[src/iric_regs.svh]
// Register offsets, field positions, reset values and masks of the interrupt routing block
`ifndef IRIC_REGS_SVH
`define IRIC_REGS_SVH

// ----------------------------------------------------------------
// Offsets
// ----------------------------------------------------------------
`define IRIC_OFF_HOLD 8'h55
`define IRIC_OFF_PIN_A_FEAT 8'h56
`define IRIC_OFF_PIN_B_FEAT 8'h57
`define IRIC_OFF_DATA_ROUTE 8'h58
`define IRIC_OFF_BOOT_CMD 8'h59
`define IRIC_OFF_FEAT_PORT 8'h5E
`define IRIC_OFF_HALT_ERR 8'h5F

// ----------------------------------------------------------------
// Reset values and writable masks
// ----------------------------------------------------------------
`define IRIC_RST_HOLD 8'h00
`define IRIC_RST_ROUTE 8'h00
`define IRIC_RST_BOOT_CMD 8'h90
`define IRIC_RST_FEAT 8'h00
`define IRIC_MASK_HOLD 8'h01
`define IRIC_MASK_ROUTE 8'h77

// ----------------------------------------------------------------
// Fields
// ----------------------------------------------------------------
`define IRIC_BIT_LATCH 0
`define IRIC_BIT_A_FULL 0
`define IRIC_BIT_A_WM 1
`define IRIC_BIT_A_DRDY 2
`define IRIC_BIT_B_FULL 4
`define IRIC_BIT_B_WM 5
`define IRIC_BIT_B_DRDY 6
`define IRIC_BIT_ERR_TIME 1
`define IRIC_BIT_ERR_FATAL 2

// ----------------------------------------------------------------
// Boot commands
// ----------------------------------------------------------------
`define IRIC_CMD_LOAD_CFG 8'h00
`define IRIC_CMD_START_INIT 8'h01

`endif

[src/iric_pkg.sv]
// Types shared by the interrupt routing and initialization control block
package iric_pkg;

    // Data-path interrupt sources, one bit each
    typedef struct packed {
        logic dataReady;
        logic watermark;
        logic fifoFull;
    } iric_src_t;

    // Electrical setup of one interrupt pin
    typedef struct packed {
        logic outputEnable;
        logic activeHigh;
    } iric_pin_cfg_t;

    // Initialization progress, one-hot
    typedef enum logic [3:0] {
        BOOT_IDLE   = 4'h1,
        BOOT_LOAD   = 4'h2,
        BOOT_ACTIVE = 4'h4,
        BOOT_HALTED = 4'h8
    } iric_boot_t;

endpackage

[src/irq_routing_init_control.sv]
// Interrupt latch/routing, boot commands, feature port and halt error flags
//
// Summary of operation
// - Hold bit 0 selects latched or following interrupts
// - Route bit 0 sends FIFO full to A
// - Route bit 1 sends watermark to A
// - Route bit 2 sends data ready to A
// - Route bit 4 sends FIFO full to B
// - Route bit 5 sends watermark to B
// - Route bit 6 sends data ready to B
// - Command 0x00 opens configuration file download
// - Command 0x01 starts init, activates features
// - Feature port is 8-bit read/write, reset zero
// - Timeout sets error bit 1 and halts
// - Fatal error sets error bit 2 and halts
// - Polarity bit: 0 active low, 1 high
// - Pin drives only while output enable set
`timescale 1ns/1ns
`include "iric_regs.svh"

module irq_routing_init_control (
    // Clock and reset
    input wire logic clk,
    input wire logic rstn,
    // Register access port
    input wire logic [7:0] regAddr,
    input wire logic regWrEn,
    input wire logic [7:0] regWrData,
    input wire logic regRdEn,
    output logic [7:0] regRdData,
    // Interrupt sources and their status clears
    input wire iric_pkg::iric_src_t srcLevel,
    input wire iric_pkg::iric_src_t srcClear,
    // Pin electrical setup
    input wire iric_pkg::iric_pin_cfg_t pinACfg,
    input wire iric_pkg::iric_pin_cfg_t pinBCfg,
    // Internal processing errors
    input wire logic procTimeout,
    input wire logic procFatal,
    // Interrupt pins
    output logic irqPinA,
    output logic irqPinAOe,
    output logic irqPinB,
    output logic irqPinBOe,
    // Initialization and feature side
    output logic cfgLoadMode,
    output logic featuresActive,
    output logic processingHalted,
    output logic featWrStrobe,
    output logic [7:0] featWrData
);

    // ----------------------------------------------------------------
    // Registers
    // ----------------------------------------------------------------
    logic [7:0] holdCfg;
    logic [7:0] dataRoute;
    logic [7:0] pinAFeat;
    logic [7:0] pinBFeat;
    logic [7:0] bootCmd;
    logic [7:0] featPort;
    logic [7:0] haltErr;
    iric_pkg::iric_src_t srcHeld;
    iric_pkg::iric_boot_t bootState;
    iric_pkg::iric_boot_t next_bootState;

    // ----------------------------------------------------------------
    // Decode
    // ----------------------------------------------------------------
    wire logic wrHold = regWrEn && regAddr == `IRIC_OFF_HOLD;
    wire logic wrRoute = regWrEn && regAddr == `IRIC_OFF_DATA_ROUTE;
    wire logic wrPinA = regWrEn && regAddr == `IRIC_OFF_PIN_A_FEAT;
    wire logic wrPinB = regWrEn && regAddr == `IRIC_OFF_PIN_B_FEAT;
    wire logic wrBoot = regWrEn && regAddr == `IRIC_OFF_BOOT_CMD;
    wire logic wrFeat = regWrEn && regAddr == `IRIC_OFF_FEAT_PORT;
    wire logic latchMode = holdCfg[`IRIC_BIT_LATCH];

    // Set wins over clear so a source arriving with its clear is kept
    wire iric_pkg::iric_src_t next_srcHeld = srcLevel | (srcHeld & ~srcClear);
    // Latched view holds until cleared; otherwise the live level
    wire iric_pkg::iric_src_t srcView = latchMode ? srcHeld : srcLevel;

    wire logic pinAEvent = (dataRoute[`IRIC_BIT_A_FULL] & srcView.fifoFull)
        | (dataRoute[`IRIC_BIT_A_WM] & srcView.watermark)
        | (dataRoute[`IRIC_BIT_A_DRDY] & srcView.dataReady);
    wire logic pinBEvent = (dataRoute[`IRIC_BIT_B_FULL] & srcView.fifoFull)
        | (dataRoute[`IRIC_BIT_B_WM] & srcView.watermark)
        | (dataRoute[`IRIC_BIT_B_DRDY] & srcView.dataReady);

    // Pin level from polarity; a disabled pin idles at its inactive level
    function automatic logic pin_level(input logic ev, input iric_pkg::iric_pin_cfg_t cfg);
        pin_level = cfg.activeHigh ? (ev & cfg.outputEnable) : ~(ev & cfg.outputEnable);
    endfunction

    wire logic next_pinA = pin_level(pinAEvent, pinACfg);
    wire logic next_pinB = pin_level(pinBEvent, pinBCfg);

    wire logic [7:0] next_haltErr = haltErr
        | ({7'h00, procTimeout} << `IRIC_BIT_ERR_TIME)
        | ({7'h00, procFatal} << `IRIC_BIT_ERR_FATAL);

    wire logic [7:0] rdMux =
        regAddr == `IRIC_OFF_HOLD ? holdCfg :
        regAddr == `IRIC_OFF_PIN_A_FEAT ? pinAFeat :
        regAddr == `IRIC_OFF_PIN_B_FEAT ? pinBFeat :
        regAddr == `IRIC_OFF_DATA_ROUTE ? dataRoute :
        regAddr == `IRIC_OFF_BOOT_CMD ? bootCmd :
        regAddr == `IRIC_OFF_FEAT_PORT ? featPort :
        regAddr == `IRIC_OFF_HALT_ERR ? haltErr : 8'h00;

    // ----------------------------------------------------------------
    // Boot sequencing
    // ----------------------------------------------------------------
    // A repeated command is not refused; the host keeps the once-only order
    always_comb begin
        next_bootState = bootState;
        unique case (bootState)
            iric_pkg::BOOT_IDLE: begin
                if (wrBoot && regWrData == `IRIC_CMD_LOAD_CFG) begin
                    next_bootState = iric_pkg::BOOT_LOAD;
                end
            end
            iric_pkg::BOOT_LOAD: begin
                if (wrBoot && regWrData == `IRIC_CMD_START_INIT) begin
                    next_bootState = iric_pkg::BOOT_ACTIVE;
                end
            end
            iric_pkg::BOOT_ACTIVE: begin
            end
            iric_pkg::BOOT_HALTED: begin
            end
            default: next_bootState = iric_pkg::BOOT_IDLE;
        endcase
        if (next_haltErr != 8'h00) begin
            next_bootState = iric_pkg::BOOT_HALTED;
        end
    end

    // ----------------------------------------------------------------
    // Storage
    // ----------------------------------------------------------------
    always_ff @(posedge clk or negedge rstn) begin
        if (!rstn) begin
            holdCfg <= `IRIC_RST_HOLD;
            dataRoute <= `IRIC_RST_ROUTE;
            pinAFeat <= `IRIC_RST_ROUTE;
            pinBFeat <= `IRIC_RST_ROUTE;
            bootCmd <= `IRIC_RST_BOOT_CMD;
            featPort <= `IRIC_RST_FEAT;
            haltErr <= 8'h00;
            srcHeld <= '0;
            bootState <= iric_pkg::BOOT_IDLE;
        end else begin
            if (wrHold) holdCfg <= regWrData & `IRIC_MASK_HOLD;
            if (wrRoute) dataRoute <= regWrData & `IRIC_MASK_ROUTE;
            if (wrPinA) pinAFeat <= regWrData;
            if (wrPinB) pinBFeat <= regWrData;
            if (wrBoot) bootCmd <= regWrData;
            if (wrFeat) featPort <= regWrData;
            haltErr <= next_haltErr;
            srcHeld <= next_srcHeld;
            bootState <= next_bootState;
        end
    end

    always_ff @(posedge clk or negedge rstn) begin
        if (!rstn) begin
            regRdData <= 8'h00;
            irqPinA <= 1'b1;
            irqPinB <= 1'b1;
            irqPinAOe <= 1'b0;
            irqPinBOe <= 1'b0;
            cfgLoadMode <= 1'b0;
            featuresActive <= 1'b0;
            processingHalted <= 1'b0;
            featWrStrobe <= 1'b0;
            featWrData <= 8'h00;
        end else begin
            regRdData <= regRdEn ? rdMux : 8'h00;
            irqPinA <= next_pinA;
            irqPinB <= next_pinB;
            irqPinAOe <= pinACfg.outputEnable;
            irqPinBOe <= pinBCfg.outputEnable;
            cfgLoadMode <= next_bootState == iric_pkg::BOOT_LOAD;
            featuresActive <= next_bootState == iric_pkg::BOOT_ACTIVE;
            processingHalted <= next_bootState == iric_pkg::BOOT_HALTED;
            featWrStrobe <= wrFeat;
            featWrData <= wrFeat ? regWrData : featWrData;
        end
    end
endmodule

[config.mk]
export PLATFORM = sky130hd
export DESIGN_NAME = irq_routing_init_control
export DESIGN_NICKNAME = d
export VERILOG_FILES = /design/src/iric_pkg.sv /design/src/irq_routing_init_control.sv
export VERILOG_INCLUDE_DIRS = /design/src
export SDC_FILE = /design/constraint.sdc
export NUM_CORES = 1
export LEC_CHECK = 0
export BUFFER_PORTS_ARGS = -buffer_cell sky130_fd_sc_hd__clkbuf_2
export CAP_MARGIN = 20
export CORE_AREA = 5 5 84 86
export CTS_BUF_LIST = sky130_fd_sc_hd__clkbuf_4
export DETAILED_ROUTE_END_ITERATION = 12
export DIE_AREA = 0 0 89 91
export PLACE_DENSITY_LB_ADDON = 0.2
export SYNTH_ARGS = -nofsm -noshare
export SYNTH_HDL_FRONTEND = slang
export SYNTH_SLANG_ARGS = --single-unit
[constraint.sdc]
create_clock -name clk -period 1.9 [get_ports clk]
set_input_delay 0.19 -clock clk [delete_from_list [all_inputs] [get_ports clk]]
set_output_delay 0.19 -clock clk [all_outputs]
set_load 0.03 [all_outputs]
# Word level (Yosys, flattened, before mapping)

Index checks and enable logic that the tools add are counted.

Register bits: 70
Bits in latches: 0
RAM bits: 0
Bits in read-only memories: 0
Memories kept: 0

Add/subtract/negate cells: 0
$mul: 0
Divide/modulo/power cells: 0
Order comparisons: 0
Equal/unequal tests: 15
Shift operators: 0
Mux-type cells: 15
Bitwise operators: 19
Reduce and logical (&&, ||, !) cells: 11

Operator list:

| kind                                                                   | number |
|---|---|
| 8-bit 2-to-1 mux                                                       | 8 |
| 8-bit by 7-bit equality test with 1-bit output (second input constant) | 7 |
| 4-bit 2-to-1 mux                                                       | 3 |
| 4-bit case mux with 3 select lines                                     | 1 |
| 1-bit AND                                                              | 8 |
| 4-bit by 2-bit equality test with 1-bit output (second input constant) | 2 |
| 4-bit by 3-bit equality test with 1-bit output (second input constant) | 2 |
| 4-bit equality test (second input constant)                            | 2 |
| 8-bit by 1-bit equality test with 1-bit output (second input constant) | 1 |
| 1-bit logical AND                                                      | 8 |
| 8-bit logical NOT                                                      | 1 |
| 8-bit by 2-bit bitwise OR with 8-bit output                            | 1 |
| 8-bit by 3-bit bitwise OR with 8-bit output                            | 1 |
| 8-bit nonzero test                                                     | 1 |
| 4-bit by 1-bit equality test with 1-bit output (second input constant) | 1 |
| 1-bit bitwise OR                                                       | 4 |
| 3-bit AND                                                              | 1 |
| 3-bit 2-to-1 mux                                                       | 1 |
| 3-bit NOT                                                              | 1 |
| 3-bit bitwise OR                                                       | 1 |
| 1-bit 2-to-1 mux                                                       | 2 |
| 1-bit NOT                                                              | 2 |
| 2-bit OR reduction                                                     | 1 |

# Depth between registers and ports, before layout

Word-level depth: 9
Depth in mapped cells: 6
Depth with buffers taken out: 4

# Least setup slack after synthesis

Ideal clock, no wire load.

Path type: input -> register
Start: in regAddr[7]
End: reg pinBFeat[0]
Setup time: 125 ps
Data arrival time: 1,351 ps
Data required time: 1,775 ps
Setup slack: 424 ps
Stages: 5
Buffers on the path: 1
Cells stage by stage: and4bb_2 -> and2_1 -> buf_4 -> nand4_2 -> mux2_2

Longest elaborated chain between the ends: 2

RTL lines:

| element                                                         | line                            | text |
|---|---|---|
| from (decl)                                                     | irq_routing_init_control.sv:26  | `input wire logic [7:0] regAddr,` |
| 8-bit by 7-bit equality test with 1-bit output (no source line) | -                               |  |
| 1-bit logical AND (no source line)                              | -                               |  |
| to (signal assigned)                                            | irq_routing_init_control.sv:147 | `` pinBFeat <= `IRIC_RST_ROUTE; `` |
| to (signal assigned)                                            | irq_routing_init_control.sv:157 | `if (wrPinB) pinBFeat <= regWrData;` |
| to (decl)                                                       | irq_routing_init_control.sv:59  | `logic [7:0] pinBFeat;` |

Every way passes these cells.
A chain may end at the register's enable or synchronous reset.

# Worst setup path in the final report

Start: in procTimeout
End: reg cfgLoadMode

Longest elaborated chain between the ends: 5

RTL lines:

| element                                        | line                            | text |
|---|---|---|
| from (decl)                                    | irq_routing_init_control.sv:38  | `input wire logic procTimeout,` |
| 8-bit by 2-bit bitwise OR with 8-bit output    | irq_routing_init_control.sv:98  | `wire logic [7:0] next_haltErr = haltErr` |
| 8-bit by 3-bit bitwise OR with 8-bit output    | irq_routing_init_control.sv:98  |  |
| named net next_haltErr[1]                      | irq_routing_init_control.sv:98  |  |
| 8-bit nonzero test                             | irq_routing_init_control.sv:134 | `if (next_haltErr != 8'h00) begin` |
| 4-bit 2-to-1 mux                               | irq_routing_init_control.sv:134 |  |
| 4-bit by 2-bit equality test with 1-bit output | irq_routing_init_control.sv:184 | `cfgLoadMode <= next_bootState == iric_pkg::BOOT_LOAD;` |
| to (signal assigned)                           | irq_routing_init_control.sv:184 |  |
| to (decl)                                      | irq_routing_init_control.sv:46  | `output logic cfgLoadMode,` |

The timed path passes the listed nets, and every way through them passes these cells.

==> flow_summary.json <==
{
  "hold_violations": 0,
  "clockBufferDepth": 2,
  "cp_data_required_time_ps": 2240,
  "whs_ps": 20.4,
  "post_cts.repair.setup_buffers": 0,
  "die_width_um": 89,
  "overflow": 0,
  "worstSetupStartpointType": "primary input",
  "power_density_mw_per_mm2": 757,
  "grt_max_degree": 65,
  "post-route-period-util": 0.828,
  "place_congestion": 0.866,
  "cts_resized": 0,
  "fmaxAchievable_ghz": 0.636,
  "cts_htree_levels": 3,
  "boundaryPins": 56,
  "p_clk_frac": 0.370,
  "synth_ff_type": "dfrtp_1",
  "seq_power_share": 0.523,
  "final_max_slew_viol_count": 0,
  "cts_sinks": 64,
  "die_area_mm2": 0.00810,
  "cts_tree": "yes",
  "switching_share": 0.252,
  "final_cell_mix": "59 x dfrtp_1, 55 x clkbuf_2, 43 x mux2_2",
  "drtIter0Drc": 144,
  "maxSlewHeadroom": 0.676,
  "rsz0062_at_grt": "false",
  "synthArstFlopShare": 1.00,
  "end_kind": "flop",
  "tns_ps": 0,
  "p_int_uw": 2070,
  "synth_nets": 278,
  "syn_inst": 246,
  "grtUsageTotal": 0.185,
  "final_common_cell": "dfrtp_1",
  "syn_area_per_cell_um2": 12.1,
  "setup_viol_count_final": 0,
  "grt_pass1_vias": 2284,
  "yosysUniqueCellTypes": 44,
  "rrSetupSlack_ps": 380,
  "yosys_warnings": 0,
  "status": "completed",
  "cp.arrival_ps": 1910,
  "nets": 354,
  "switchingPower_uw": 696,
  "vias": 2243,
  "cap_viol_max_count": 0,
  "wl_per_cell_um": 17.3,
  "peakVddDrop_uv": 394,
  "via_per_inst": 5.55,
  "cts-root-buf": "clkbuf_4",
  "coreArea_mm2": 0.00620,
  "drc": 0,
  "num_rows": 29,
  "die_y_um": 91,
  "ys_ff_latch": 64,
  "power_frac_comb": 0.107,
  "finalClockSkew_ps": 9.58,
  "synth-edff-count": 0,
  "drtAntennaViolNets": 0,
  "clkTransAtPathRegs_ps": 110,
  "min_period_ps": 1570,
  "diodes": 0,
  "routed_wirelength_um": 6990,
  "drive_gt1_frac": 0.419,
  "path_max_fanout": 3,
  "worstMarginPinSlew_ps": 484,
  "hold_buffers": 10,
  "p_leak_uw": 0.00180,
  "grt_pass1_wl_um": 11400,
  "post-route-util": 0.589,
  "hp-class": "in -> reg",
  "antenna_found_initial": 0,
  "drt_pass1_iterations": 4,
  "hpwl_um": 5020,
  "critical_path_class": "in -> reg",
  "synth_area_mm2": 0.00297,
  "ys_seq_area_frac": 0.541,
  "clk-insertion-delay-late_ps": 410,
  "area_growth_pct": 22.9,
  "io_buffers": 55,
  "start_util": 0.479,
  "numCtsBuffers": 9
}
[worst paths after layout]
check	cells past startpoint	to	start
worst max-delay path	6	cfgLoadMode$_DFF_PN0_	procTimeout
worst min-delay path	3	srcHeld[2]$_DFF_PN0_	srcClear[2]
worst max register to register	4	cfgLoadMode$_DFF_PN0_	haltErr[1]$_DFF_PN0_
worst min register to register	1	srcHeld[2]$_DFF_PN0_	srcHeld[2]$_DFF_PN0_
max in group asynchronous	3	bootCmd[4]$_DFFE_PN1P_	rstn
min in group asynchronous	3	irqPinBOe$_DFF_PN0_	rstn
[synthesized netlist by cell type (3+ instances only)]
master	count	area, um2
mux2_2	43	484
or3_1	3	18.8
inv_1	7	26.3
buf_2	4	20.0
o32ai_1	3	26.3
and3_1	5	31.3
clkbuf_1	4	15.0
nand2_1	12	45.0
nor2b_1	15	93.8
a21o_1	3	22.5
dfrtp_1	59	1480
nand2b_1	6	37.5
nor3_1	3	15.0
or2_2	5	31.3
nor2_1	5	18.8
nand4_1	3	18.8
a31oi_1	3	18.8
o41ai_1	4	35.0
a32oi_1	3	26.3
a21oi_1	9	45.0
o21ai_0	7	35.0
dfstp_2	5	131
o32a_1	3	30.0
o22ai_1	3	18.8
[worst max-delay path, cell delays in order]
cell and delay (ps):
dlygate4sd3_1 540, clkbuf_2 110, or2_2 300, or2_2 310, or3_1 330, a21oi_1 130
[power groups by stage]
stage / registers, uW / logic [uW] / clock network (uW)
final: 1450 / 297 / 1020
after global routing: 1450 / 327 / 1110
after CTS: 1450 / 299 / 1050
after detailed placement: 1470 / 283 / 0
after global placement: 1470 / 278 / 0
after floorplan: 1490 / 123 / 0
[area by class of cell]
type	count	area [um2]
Clock buffer	9	67.6
Clock inverter	7	86.3
Fill cell	547	2550
Inverter	7	26.3
Multi-Input combinational cell	165	1290
Sequential cell	64	1610
Tap cell	77	96.3
Timing Repair Buffer	75	475
[flip-flops by register name, summed over array words and instances, names as in the netlist, 2 cells and up]
signal,count
pinBFeat,8
featWrData,8
regRdData,8
haltErr,2
pinAFeat,8
bootCmd,8
srcHeld,3
dataRoute,6
bootState,4
[per-layer routing]
metal | GRT usage | part of all wire | wire length, um | vias up
li1 | - | - | - | 1064
met1 | 0.260 | 0.46 | 3230 | 1099
met2 | 0.278 | 0.46 | 3240 | 65
met3 | 0.0308 | 0.052 | 367 | 15
met4 | 0.0881 | 0.022 | 152 | 0
met5 | 0 | 0 | 0 | -
[cells by family after synthesis]
logic type,after synthesis,synth area share
AOI/OAI and AO/OA,44,0.104
xor gates and xnor gates,3,0.00884
buffers and inverters,17,0.0244
muxes,45,0.170
and+or+nand+nor,73,0.152
DFF,64,0.541
[per-stage QoR]
stage          area (um2)  cells  power [uW]  setup WS [ps]
6_report             3650    404        2770            327
5_1_grt              3650    404        2890            260
4_1_cts              3650    404        2790            363
3_5_place_dp         3400    378        1750            143
3_3_place_gp         3400    378        1750            126
2_1_floorplan        2970    246        1610            424
Note: power is estimated with default switching activity, not from simulation.
